`config.mk`:
```
export PLATFORM = sky130hd
export DESIGN_NAME = eight_bit_reload_interval_timer
export DESIGN_NICKNAME = d
export VERILOG_FILES = /design/src/hdl/reload_timer_pkg.sv /design/src/hdl/eight_bit_reload_interval_timer.sv /design/src/hdl/timer_prescaler.sv
export VERILOG_INCLUDE_DIRS = /design/src /design/src/hdl
export SDC_FILE = /design/constraint.sdc
export NUM_CORES = 1
export LEC_CHECK = 0
export ABC_AREA = 1
export CAP_MARGIN = 20
export CELL_PAD_IN_SITES_DETAIL_PLACEMENT = 1
export CELL_PAD_IN_SITES_GLOBAL_PLACEMENT = 2
export CORE_AREA = 4 4 59 115
export CTS_BUF_LIST = sky130_fd_sc_hd__clkbuf_4
export DETAILED_ROUTE_END_ITERATION = 8
export DIE_AREA = 0 0 63 119
export DONT_BUFFER_PORTS = 1
export PLACE_DENSITY = 0.74
export SLEW_MARGIN = 20
export SYNTH_ARGS = -nofsm -noshare
export SYNTH_HDL_FRONTEND = slang
export SYNTH_SLANG_ARGS = --single-unit
```
`constraint.sdc`:
```
create_clock -name core_clk -period 1.2 [get_ports core_clk]
set_input_delay 0.06 -clock core_clk [delete_from_list [all_inputs] [get_ports core_clk]]
set_output_delay 0.06 -clock core_clk [all_outputs]
set_load 0.02 [all_outputs]
```
`src/hdl/reload_timer_regs.svh`:
```
`ifndef RELOAD_TIMER_REGS_SVH
`define RELOAD_TIMER_REGS_SVH

// ****************************************
// Widths
// ****************************************
`define TMR_COUNT_W 8
`define TMR_SRC_W 3
`define TMR_TAP_N 7
`define TMR_PRESC_W 13

// ****************************************
// Reset values
// ****************************************
`define TMR_COUNT_RST 8'h00
`define TMR_RELOAD_RST 8'h00
`define TMR_MODE_RST 1'b0
`define TMR_SRC_RST 3'h0
`define TMR_COUNT_MAX 8'hff

// ****************************************
// Prescaler tap positions (tick every 2**(pos+1) clocks)
// ****************************************
`define TMR_TAP0_POS 12
`define TMR_TAP1_POS 10
`define TMR_TAP2_POS 8
`define TMR_TAP3_POS 7
`define TMR_TAP4_POS 6
`define TMR_TAP5_POS 4
`define TMR_TAP6_POS 2

`endif

```
`src/hdl/reload_timer_pkg.sv`:
```
package reload_timer_pkg;

   // ****************************************
   // Types
   // ****************************************
   typedef enum logic [1:0] {
      PWR_ACTIVE = 2'b00,
      PWR_SLEEP = 2'b01,
      PWR_SUBSLEEP = 2'b10,
      PWR_STANDBY = 2'b11
   } power_state_e;

   typedef enum logic {
      MODE_INTERVAL = 1'b0,
      MODE_AUTO_RELOAD = 1'b1
   } count_mode_e;

   typedef struct packed {
      logic strobe;
      count_mode_e count_mode_select;
      logic [2:0] clock_source_field;
   } mode_write_s;

   typedef struct packed {
      logic strobe;
      logic [7:0] value;
   } reload_write_s;

endpackage

```
`src/hdl/eight_bit_reload_interval_timer.sv`:
```
// What this block does
// - Mode bit 0 gives an 8-bit up-counting interval timer.
// - Reset clears count to zero and mode bit, counting starts at once.
// - Count clock is one of seven prescaler taps picked by clock source field.
// - Clock at count maximum signals overflow and sets the request flag.
// - Interrupt request raised only while overflow interrupt enable is 1.
// - Interval mode wraps the count to zero on overflow.
// - Interval mode: reload write also loads the counter immediately.
// - Mode bit 1 gives auto-reload; reload write loads the counter too.
// - Auto-reload mode copies reload value into counter on overflow.
// - Auto-reload overflow period spans 1 to 256 selected clocks.
// - Counts in active and sleep, halts otherwise; mode writable only active.
`timescale 1ns/1ps
`include "reload_timer_regs.svh"

module eight_bit_reload_interval_timer
   import reload_timer_pkg::*;
(
   input wire logic core_clk, // System clock, 100 MHz
   input wire logic reset, // Async reset, active high
   input wire power_state_e power_state, // Chip power state
   input wire mode_write_s mode_write, // Mode control write
   input wire reload_write_s reload_write, // Reload value write
   input wire logic overflow_flag_clear, // Pulse: clear request flag
   input wire logic overflow_irq_enable, // Overflow interrupt enable
   output logic [7:0] count_value, // Current count
   output logic [7:0] reload_value, // Reload register readback
   output logic count_mode_select, // Mode bit readback
   output logic [2:0] clock_source_field, // Clock source readback
   output logic overflow_request_flag, // Sticky overflow flag
   output logic overflow_pulse, // One cycle per overflow
   output logic overflow_irq // Interrupt request to CPU
);

   // ****************************************
   // State
   // ****************************************
   typedef struct packed {
      logic [7:0] count;
      logic [7:0] reload;
      count_mode_e mode;
      logic [2:0] src;
      logic flag;
      logic ovf;
      logic irq;
   } timer_state_s;

   timer_state_s state_reg;
   timer_state_s state_next;

   logic [6:0] tap_tick;
   logic count_tick;
   logic running;
   logic at_max;
   logic overflow_event;

   // ****************************************
   // Prescaler
   // ****************************************
   timer_prescaler u_prescaler (
      .core_clk(core_clk),
      .reset(reset),
      .tap_tick(tap_tick)
   );

   // Source code 7 has no tap; the counter then stands still
   function automatic logic pick_tap(input logic [6:0] ticks, input logic [2:0] sel);
      logic hit;
      hit = 1'b0;
      if (sel < 3'h7) begin
         hit = ticks[sel];
      end
      return hit;
   endfunction

   // ****************************************
   // Count enable
   // ****************************************
   always_comb begin
      case (power_state)
         PWR_ACTIVE: running = 1'b1;
         PWR_SLEEP: running = 1'b1;
         PWR_SUBSLEEP: running = 1'b0;
         PWR_STANDBY: running = 1'b0;
         default: running = 1'b0;
      endcase
   end

   assign count_tick = running & pick_tap(tap_tick, state_reg.src);
   assign at_max = (state_reg.count == `TMR_COUNT_MAX);
   // A reload write in the same cycle wins over the tick, so no overflow then
   assign overflow_event = count_tick & at_max & ~reload_write.strobe;

   // ****************************************
   // Next state
   // ****************************************
   always_comb begin
      state_next = state_reg;
      state_next.ovf = 1'b0;

      // Mode register only accepts writes in active state
      if (mode_write.strobe && (power_state == PWR_ACTIVE)) begin
         state_next.mode = mode_write.count_mode_select;
         state_next.src = mode_write.clock_source_field;
      end

      if (reload_write.strobe) begin
         state_next.reload = reload_write.value;
         // Both modes take the written value as the new start point
         state_next.count = reload_write.value;
      end else if (count_tick) begin
         if (at_max) begin
            state_next.ovf = 1'b1;
            case (state_reg.mode)
               MODE_INTERVAL: state_next.count = `TMR_COUNT_RST;
               MODE_AUTO_RELOAD: state_next.count = state_reg.reload;
               default: state_next.count = `TMR_COUNT_RST;
            endcase
         end else begin
            state_next.count = state_reg.count + 8'h01;
         end
      end

      // Set wins over a clear in the same cycle
      if (overflow_event) begin
         state_next.flag = 1'b1;
      end else if (overflow_flag_clear) begin
         state_next.flag = 1'b0;
      end

      state_next.irq = state_next.flag & overflow_irq_enable;
   end

   always_ff @(posedge core_clk or posedge reset) begin
      if (reset) begin
         state_reg.count <= `TMR_COUNT_RST;
         state_reg.reload <= `TMR_RELOAD_RST;
         state_reg.mode <= MODE_INTERVAL;
         state_reg.src <= `TMR_SRC_RST;
         state_reg.flag <= 1'b0;
         state_reg.ovf <= 1'b0;
         state_reg.irq <= 1'b0;
      end else begin
         state_reg <= state_next;
      end
   end

   // ****************************************
   // Outputs
   // ****************************************
   assign count_value = state_reg.count;
   assign reload_value = state_reg.reload;
   assign count_mode_select = state_reg.mode;
   assign clock_source_field = state_reg.src;
   assign overflow_request_flag = state_reg.flag;
   assign overflow_pulse = state_reg.ovf;
   assign overflow_irq = state_reg.irq;

endmodule // eight_bit_reload_interval_timer

```
`src/hdl/timer_prescaler.sv`:
```
`timescale 1ns/1ps
`include "reload_timer_regs.svh"

module timer_prescaler
   import reload_timer_pkg::*;
(
   input wire logic core_clk, // System clock
   input wire logic reset, // Async reset, active high
   output logic [6:0] tap_tick // One-cycle tick per tap
);

   typedef struct packed {
      logic [12:0] div;
      logic [6:0] tick;
   } presc_state_s;

   presc_state_s state_reg;
   presc_state_s state_next;

   // Tick when all bits up to the tap position are ones
   function automatic logic tap_hit(input logic [12:0] div, input int pos);
      logic hit;
      hit = 1'b1;
      for (int i = 0; i <= pos; i++) begin
         hit = hit & div[i];
      end
      return hit;
   endfunction

   always_comb begin
      state_next = state_reg;
      state_next.div = state_reg.div + 13'h0001;
      state_next.tick[0] = tap_hit(state_reg.div, `TMR_TAP0_POS);
      state_next.tick[1] = tap_hit(state_reg.div, `TMR_TAP1_POS);
      state_next.tick[2] = tap_hit(state_reg.div, `TMR_TAP2_POS);
      state_next.tick[3] = tap_hit(state_reg.div, `TMR_TAP3_POS);
      state_next.tick[4] = tap_hit(state_reg.div, `TMR_TAP4_POS);
      state_next.tick[5] = tap_hit(state_reg.div, `TMR_TAP5_POS);
      state_next.tick[6] = tap_hit(state_reg.div, `TMR_TAP6_POS);
   end

   always_ff @(posedge core_clk or posedge reset) begin
      if (reset) begin
         state_reg <= '0;
      end else begin
         state_reg <= state_next;
      end
   end

   assign tap_tick = state_reg.tick;

endmodule // timer_prescaler

```
==> flow_summary.yaml, run 1 <==
die:
  die_y_um: 119
  num_rows: 40
  start_util: 0.3412
  core_area_mm2: 0.005956
  die_area_mm2: 0.007497
  chipWidth_um: 63
  io_pins: 43
finish:
  final_common_cell: "nand2_1"
  fin_nets: 334
  area_delta_synth_final_pct: 46.80
  drive_above_1_share: 0.3590
  largest_reg_flops: 13
  num_antenna_cells: 0
  final_core_util: 0.5008
  fin_cells: 375
  mostFrequentLayoutCells: "72 x nand2_1, 49 x buf_4, 38 x dfrtp_1"
clock_network:
  insertion_delay_ns: 0.36
  cts_max_path_buffers: 2
  cts_tree: "built"
  htree_levels: 2
  clkTransAtPathRegs_ns: 0.14
  clock-root-buffer: "clkbuf_4"
  clock-sinks: 43
  numCtsBuffers: 5
placement:
  gp_congestion: 0.7603
  dp_cells: 338
  place.port_buffers: 0
  place_hpwl_um: 4305
  place_ws_ns: -0.2612
pwr:
  pwr-share-clk: 0.214
  pwr-share-seq: 0.486
  p_int_mw: 2.254
  ir_drop_mv: 0.6757
  p_per_area_mw_per_mm2: 1159
  p_sw_frac: 0.3478
  finalPower_mw: 3.457
  leakage_nw: 1.525
  pwr-share-comb: 0.300
  p_sw_mw: 1.202
status:
  outcome: "finished with violations"
  violations: "setup timing"
synth:
  syn_inst: 231
  synth_seq_cells: 43
  avgSynthCellArea_um2: 8.796
  yosysSeqAreaShare: 0.5296
  ys_warn_count: 0
  synth_cell_type_count: 31
  synth_nets: 254
  syn_area_mm2: 0.002032
worst_setup_path:
  cp-start-kind: "flip-flop"
  crit_path_max_incr_delay_ns: 0.41
  cpMostUsedCell: "o21ai_1"
  worstPathRequired_ns: 1.47
  cp_max_fo: 3
  slowest_stage: "dfrtp_2"
  cp-end-kind: "flip-flop"
  critical_path_arrival_ns: 1.72
  critical_path_class: "reg -> reg"
  path_cells: "ha_4 > nand2_4 > nor2_4 > buf_4 > xnor2_1 > o21ai_1 > o21ai_1 > nand2_1"
run:
  maxCapViolCount: 0
drt:
  vias: 1848
  drtPass1Iterations: 4
  drt-initial-drc-count: 25
  post_drt_wl_per_cell_um: 15.82
  wl_um: 5933
  route.detailed.drc: 0
  ant_nets: 0
  viasPerCell: 4.928
global_routing:
  grt_pass1_vias: 2038
  grt_max_degree: 44
  overflow: 0
  grt_antenna_before_repair: 0
  grt_usage: 0.1700
  grt_first_pass_wirelength_um: 9867
worst_hold_path:
  hp-class: "in -> reg"
sta:
  holdWs_ns: 0.001810
  setup_viol: 19
  fin_crit_ns: 1.446
  tightest_slew_ns: 0.4659
  skew_ns: 0.01195
  rsz0062_at_grt: "yes"
  max_freq_mhz: 691.6
  fin_crit_sh: 1.205
  relSlewSlack: 0.6891
  worst_slack_ns: -0.2458
  final_hold_viol_count: 0
  slew_viol_final: 0
## cell families after synthesis
logic type | synth area share
buf+inv | 0.05850
flops | 0.5296
simple gates | 0.2894
mux | 0.005541
xor+xnor | 0.04741
fa+ha+maj | 0.01847
compound gates | 0.05111
## critical path, delay by kind of cell, from the launching register on
kind / cells / cell delay [ns]
buffers and inverters: 1 / 0.14
flip-flops: 1 / 0.41
XOR/XNOR: 1 / 0.13
AND/OR/NAND/NOR: 3 / 0.30
adder cells (fa/ha/maj): 1 / 0.15
AO/OA/AOI/OAI: 2 / 0.21
## final cells by class
class                   instances  area (um^2)
fillers                       702         2973
flip-flops and latches         43         1082
multi-input cells             157        994.7
repair buffers                 75        648.1
inverters                      29        121.4
well taps                      63        78.83
clock buffers                   5        37.54
clock inverters                 3        20.02
## Yosys cell counts, drive strengths merged
| master | n | area [um^2] |
|---|---|---|
| o21a | 1 | 7.510 |
| o22ai | 1 | 6.260 |
| xnor2 | 5 | 43.79 |
| mux2 | 1 | 11.26 |
| nand2 | 82 | 325.3 |
| xor2 | 6 | 52.55 |
| nand3 | 17 | 107.6 |
| ha | 3 | 37.54 |
| nand4 | 4 | 37.53 |
| clkinv | 1 | 3.750 |
| nor3b | 2 | 15.01 |
| a21boi | 1 | 11.26 |
| buf | 2 | 10.01 |
| inv | 28 | 105.1 |
| a21oi | 4 | 20.02 |
| nor2 | 16 | 82.58 |
| o21ai | 9 | 45.04 |
| a31oi | 1 | 6.260 |
| nor3 | 3 | 20.02 |
| dfrtp | 43 | 1076 |
| o211ai | 1 | 7.510 |
## metrics by stage
stage / TNS, ns / area, um^2
after floorplan: -1.342 / 2058
after global placement: -2.167 / 2485
after detailed placement: -2.561 / 2485
after CTS: -1.994 / 2863
after global routing: -4.230 / 2983
final: -2.334 / 2983
## final timing paths
path	start	to	slack, ns	depth (start not counted)
min in group asynchronous	reset	reload_value[4]	0.16	3
max in group asynchronous	reset	clock_source_field[1]	0.79	3
hold reg to reg	u_prescaler.state_reg[19]	u_prescaler.state_reg[19]	0.48	1
setup / recovery	count_value[1]	count_value[4]	-0.25	8
hold / removal	mode_write[4]	clock_source_field[1]	0.002	2
setup reg to reg	count_value[1]	count_value[4]	-0.25	8
## power by group through the flow
stage / Sequential (mW) / Clock [mW] / Combinational [mW]
6_report: 1.68 / 0.738 / 1.04
5_1_grt: 1.70 / 0.826 / 1.14
4_1_cts: 1.68 / 0.777 / 1.02
2_1_floorplan: 1.84 / 0 / 0.367
3_3_place_gp: 1.71 / 0 / 0.929
3_5_place_dp: 1.71 / 0 / 0.934
## routing by layer
metal,part of all wire,GRT usage,vias to the layer above
li1,-,-,889
met1,0.34,0.1689,915
met2,0.60,0.3269,31
met3,0.036,0.03302,13
met4,0.027,0.07746,0
met5,0,0,-
## what timing repair did
action                     in CTS  in global routing
setup endpoints to repair      20                 23
gates resized for setup        28                 16
setup buffers                  11                  4
pin swaps                      20                 15
hold buffers                   13                  4
hold endpoints to repair       64                  9
Note: power is estimated with default switching activity, not from simulation.
==> run 2: changes to the inputs <==
- ABC_AREA: 1 -> 0
- CORE_AREA: 4 4 59 115 -> 4 4 58 113
- DIE_AREA: 0 0 63 119 -> 0 0 62 117
- PLACE_DENSITY: 0.74 -> 0.73
==> flow_summary.yaml, run 2 <==
sta:
  worst_slack_ns: -0.4511
  skew_ns: 0.008978
  fin_setup_tns_ns: -4.555
  final_hold_viol_count: 0
  relSlewSlack: 0.7478
  tightest_slew_ns: 0.3770
  rsz0062_at_grt: "yes"
  slew_viol_final: 0
  fin_crit_sh: 1.376
  max_freq_mhz: 605.7
  fin_crit_ns: 1.651
  setup_viol: 15
placement:
  place.port_buffers: 0
  place_hpwl_um: 4914
  place_ws_ns: -0.4930
  gp_congestion: 0.9016
  dp_cells: 298
synth:
  synth_seq_cells: 43
  ys_top_cells_by_area: "dfrtp_1 52%, mux2_2 3.3%, xnor2_1 3.0%"
  syn_area_mm2: 0.002071
  synth_edf_count: 0
  syn_inst: 191
  synth_top_area_share: 0.5196
  synth_cell_type_count: 46
  synth_nets: 214
  yosysMostFrequentCell: "dfrtp_1"
  avgSynthCellArea_um2: 10.84
  async_reset_ff_frac: 1.000
  synth_ff_type: "dfrtp_1"
  synth_top_area_cell: "dfrtp_1"
  ys_warn_count: 0
  synth_common_cells: "43 x dfrtp_1, 16 x nand2_1, 12 x nand3_1, 9 x inv_1, 9 x nor2_1"
  yosysSeqAreaShare: 0.5196
drt:
  route.detailed.drc: 0
  wl_um: 7099
  topRoutingLayerUsed: "met4"
  wl_met2_um: 4322
  ant_nets: 0
  post_drt_wl_per_cell_um: 21.38
  met3WireLength_um: 226
  drt-initial-drc-count: 122
  viasPerCell: 5.720
  drtPass1Iterations: 4
  met1_length_um: 2180
  vias: 1899
worst_setup_path:
  slowest_stage: "dfrtp_2"
  cp-start-kind: "flip-flop"
  critical_path_arrival_ns: 1.96
  worstPathRequired_ns: 1.51
  cp-end-kind: "flip-flop"
  critical_path_class: "reg -> reg"
  path_cells: "mux2i_1 > a221o_2 > buf_12 > o41ai_4 > and2_1"
  cp_max_fo: 5
  crit_path_max_incr_delay_ns: 0.46
status:
  outcome: "finished with violations"
  violations: "setup timing"
finish:
  area_delta_synth_final_pct: 53.96
  final_core_util: 0.5584
  num-fill-cells: 612
  fin_cells: 332
  final_common_cell: "buf_4"
  num_antenna_cells: 0
  drive_above_1_share: 0.4576
  largest_reg_flops: 13
  fin_nets: 293
  mostFrequentLayoutCells: "45 x buf_4, 32 x dfrtp_1, 17 x dlygate4sd3_1"
die:
  chipWidth_um: 62
  num_rows: 39
  start_util: 0.3627
  die_area_mm2: 0.007254
  io_pins: 43
  core_area_mm2: 0.005709
  die_y_um: 117
global_routing:
  grt_antenna_before_repair: 0
  grt_usage: 0.2185
  grt_first_pass_wirelength_um: 11300
  grt_max_degree: 44
  overflow: 0
  grt_pass1_vias: 2246
pwr:
  pwr-share-clk: 0.218
  leakage_nw: 1.390
  p_int_mw: 2.273
  pwr-share-comb: 0.305
  p_sw_mw: 1.178
  ir_drop_mv: 0.9085
  p_per_area_mw_per_mm2: 1083
  pwr-share-seq: 0.477
  p_sw_frac: 0.3413
  finalPower_mw: 3.451
clock_network:
  cts_tree: "built"
  numCtsBuffers: 5
  insertion_delay_ns: 0.37
  clock-sinks: 43
  clock-root-buffer: "clkbuf_4"
  clkTransAtPathRegs_ns: 0.13
  cts_max_path_buffers: 2
  htree_levels: 2
run:
  maxCapViolCount: 0
worst_hold_path:
  hp-class: "in -> reg"
[run 2: changes by cell type after synthesis, sizes merged, moves of 5 or more]
cell    delta
inv       -19
mux2       +5
nand2     -66
nand2b     +5
nand3      -5
nor2       -7
nor4       +6
o21ai      -6
o31ai      +5
[run 2: cell families after synthesis]
| group | Yosys count | share of synthesized area |
|---|---|---|
| AOI/OAI and AO/OA | 36 | 0.1511 |
| xor gates and xnor gates | 10 | 0.04230 |
| adders and majority gates | 3 | 0.01813 |
| buffers and inverters | 15 | 0.03082 |
| DFF | 43 | 0.5196 |
| muxes | 9 | 0.04713 |
| and+or+nand+nor | 75 | 0.1909 |
[run 2: power groups by stage]
stage / clock network, mW / logic [mW] / registers [mW]
after floorplan: 0 / 0.381 / 1.78
after global placement: 0 / 0.831 / 1.66
after detailed placement: 0 / 0.851 / 1.67
after CTS: 0.782 / 1.05 / 1.64
after global routing: 0.855 / 1.13 / 1.66
final: 0.751 / 1.05 / 1.65
[run 2: what timing repair did]
action	in CTS	in global routing
buffers inserted	8	0
gates resized for setup	41	15
endpoints found under the hold margin	66	0
pin swaps	9	6
hold buffers	18	0
endpoints found under the setup margin	24	24
[run 2: metrics by stage]
stage | area, um^2 | hold slack, ns
floorplan | 2183 | 0.1697
global placement | 2626 | 0.02843
detailed placement | 2626 | 0.03516
CTS | 3132 | -0.01174
global route | 3188 | 0.01683
finish | 3188 | 0.01941
[run 2: layer usage]
metal  up-vias  global-route usage
li1        863                   -
met1       961              0.2057
met2        50              0.4079
met3        25             0.03952
met4         0              0.1275
met5         -                   0
[run 2: path summary, 6_finish.rpt]
kind                                           start                        end  slack (ns)  cells after the start
setup / recovery               clock_source_field[1]               overflow_irq       -0.45                      5
hold / removal                        power_state[1]             overflow_pulse        0.02                      2
setup reg to reg               clock_source_field[1]               overflow_irq       -0.45                      5
hold reg to reg            u_prescaler.state_reg[19]  u_prescaler.state_reg[19]        0.48                      1
max in group asynchronous                      reset  u_prescaler.state_reg[14]        0.78                      3
min in group asynchronous                      reset            reload_value[7]        0.19                      3
[run 2: critical path: cells and delay by family, from the launching register on]
family / cells / cell delay (ns)
compound gates: 2 / 0.66
buf+inv: 1 / 0.17
flops: 1 / 0.46
mux: 1 / 0.14
simple gates: 1 / 0.16
[run 2: layout make-up]
cell class                 instances  area (um^2)  share of cell area
timing repair buffer              78        714.4              0.2241
sequential                        43         1090              0.3418
tap                               61        76.32             0.02394
multi-input combinational        133         1216              0.3815
inverter                           9        33.78             0.01060
clock buffer                       6        45.04             0.01413
clock inverter                     2        12.51            0.003925
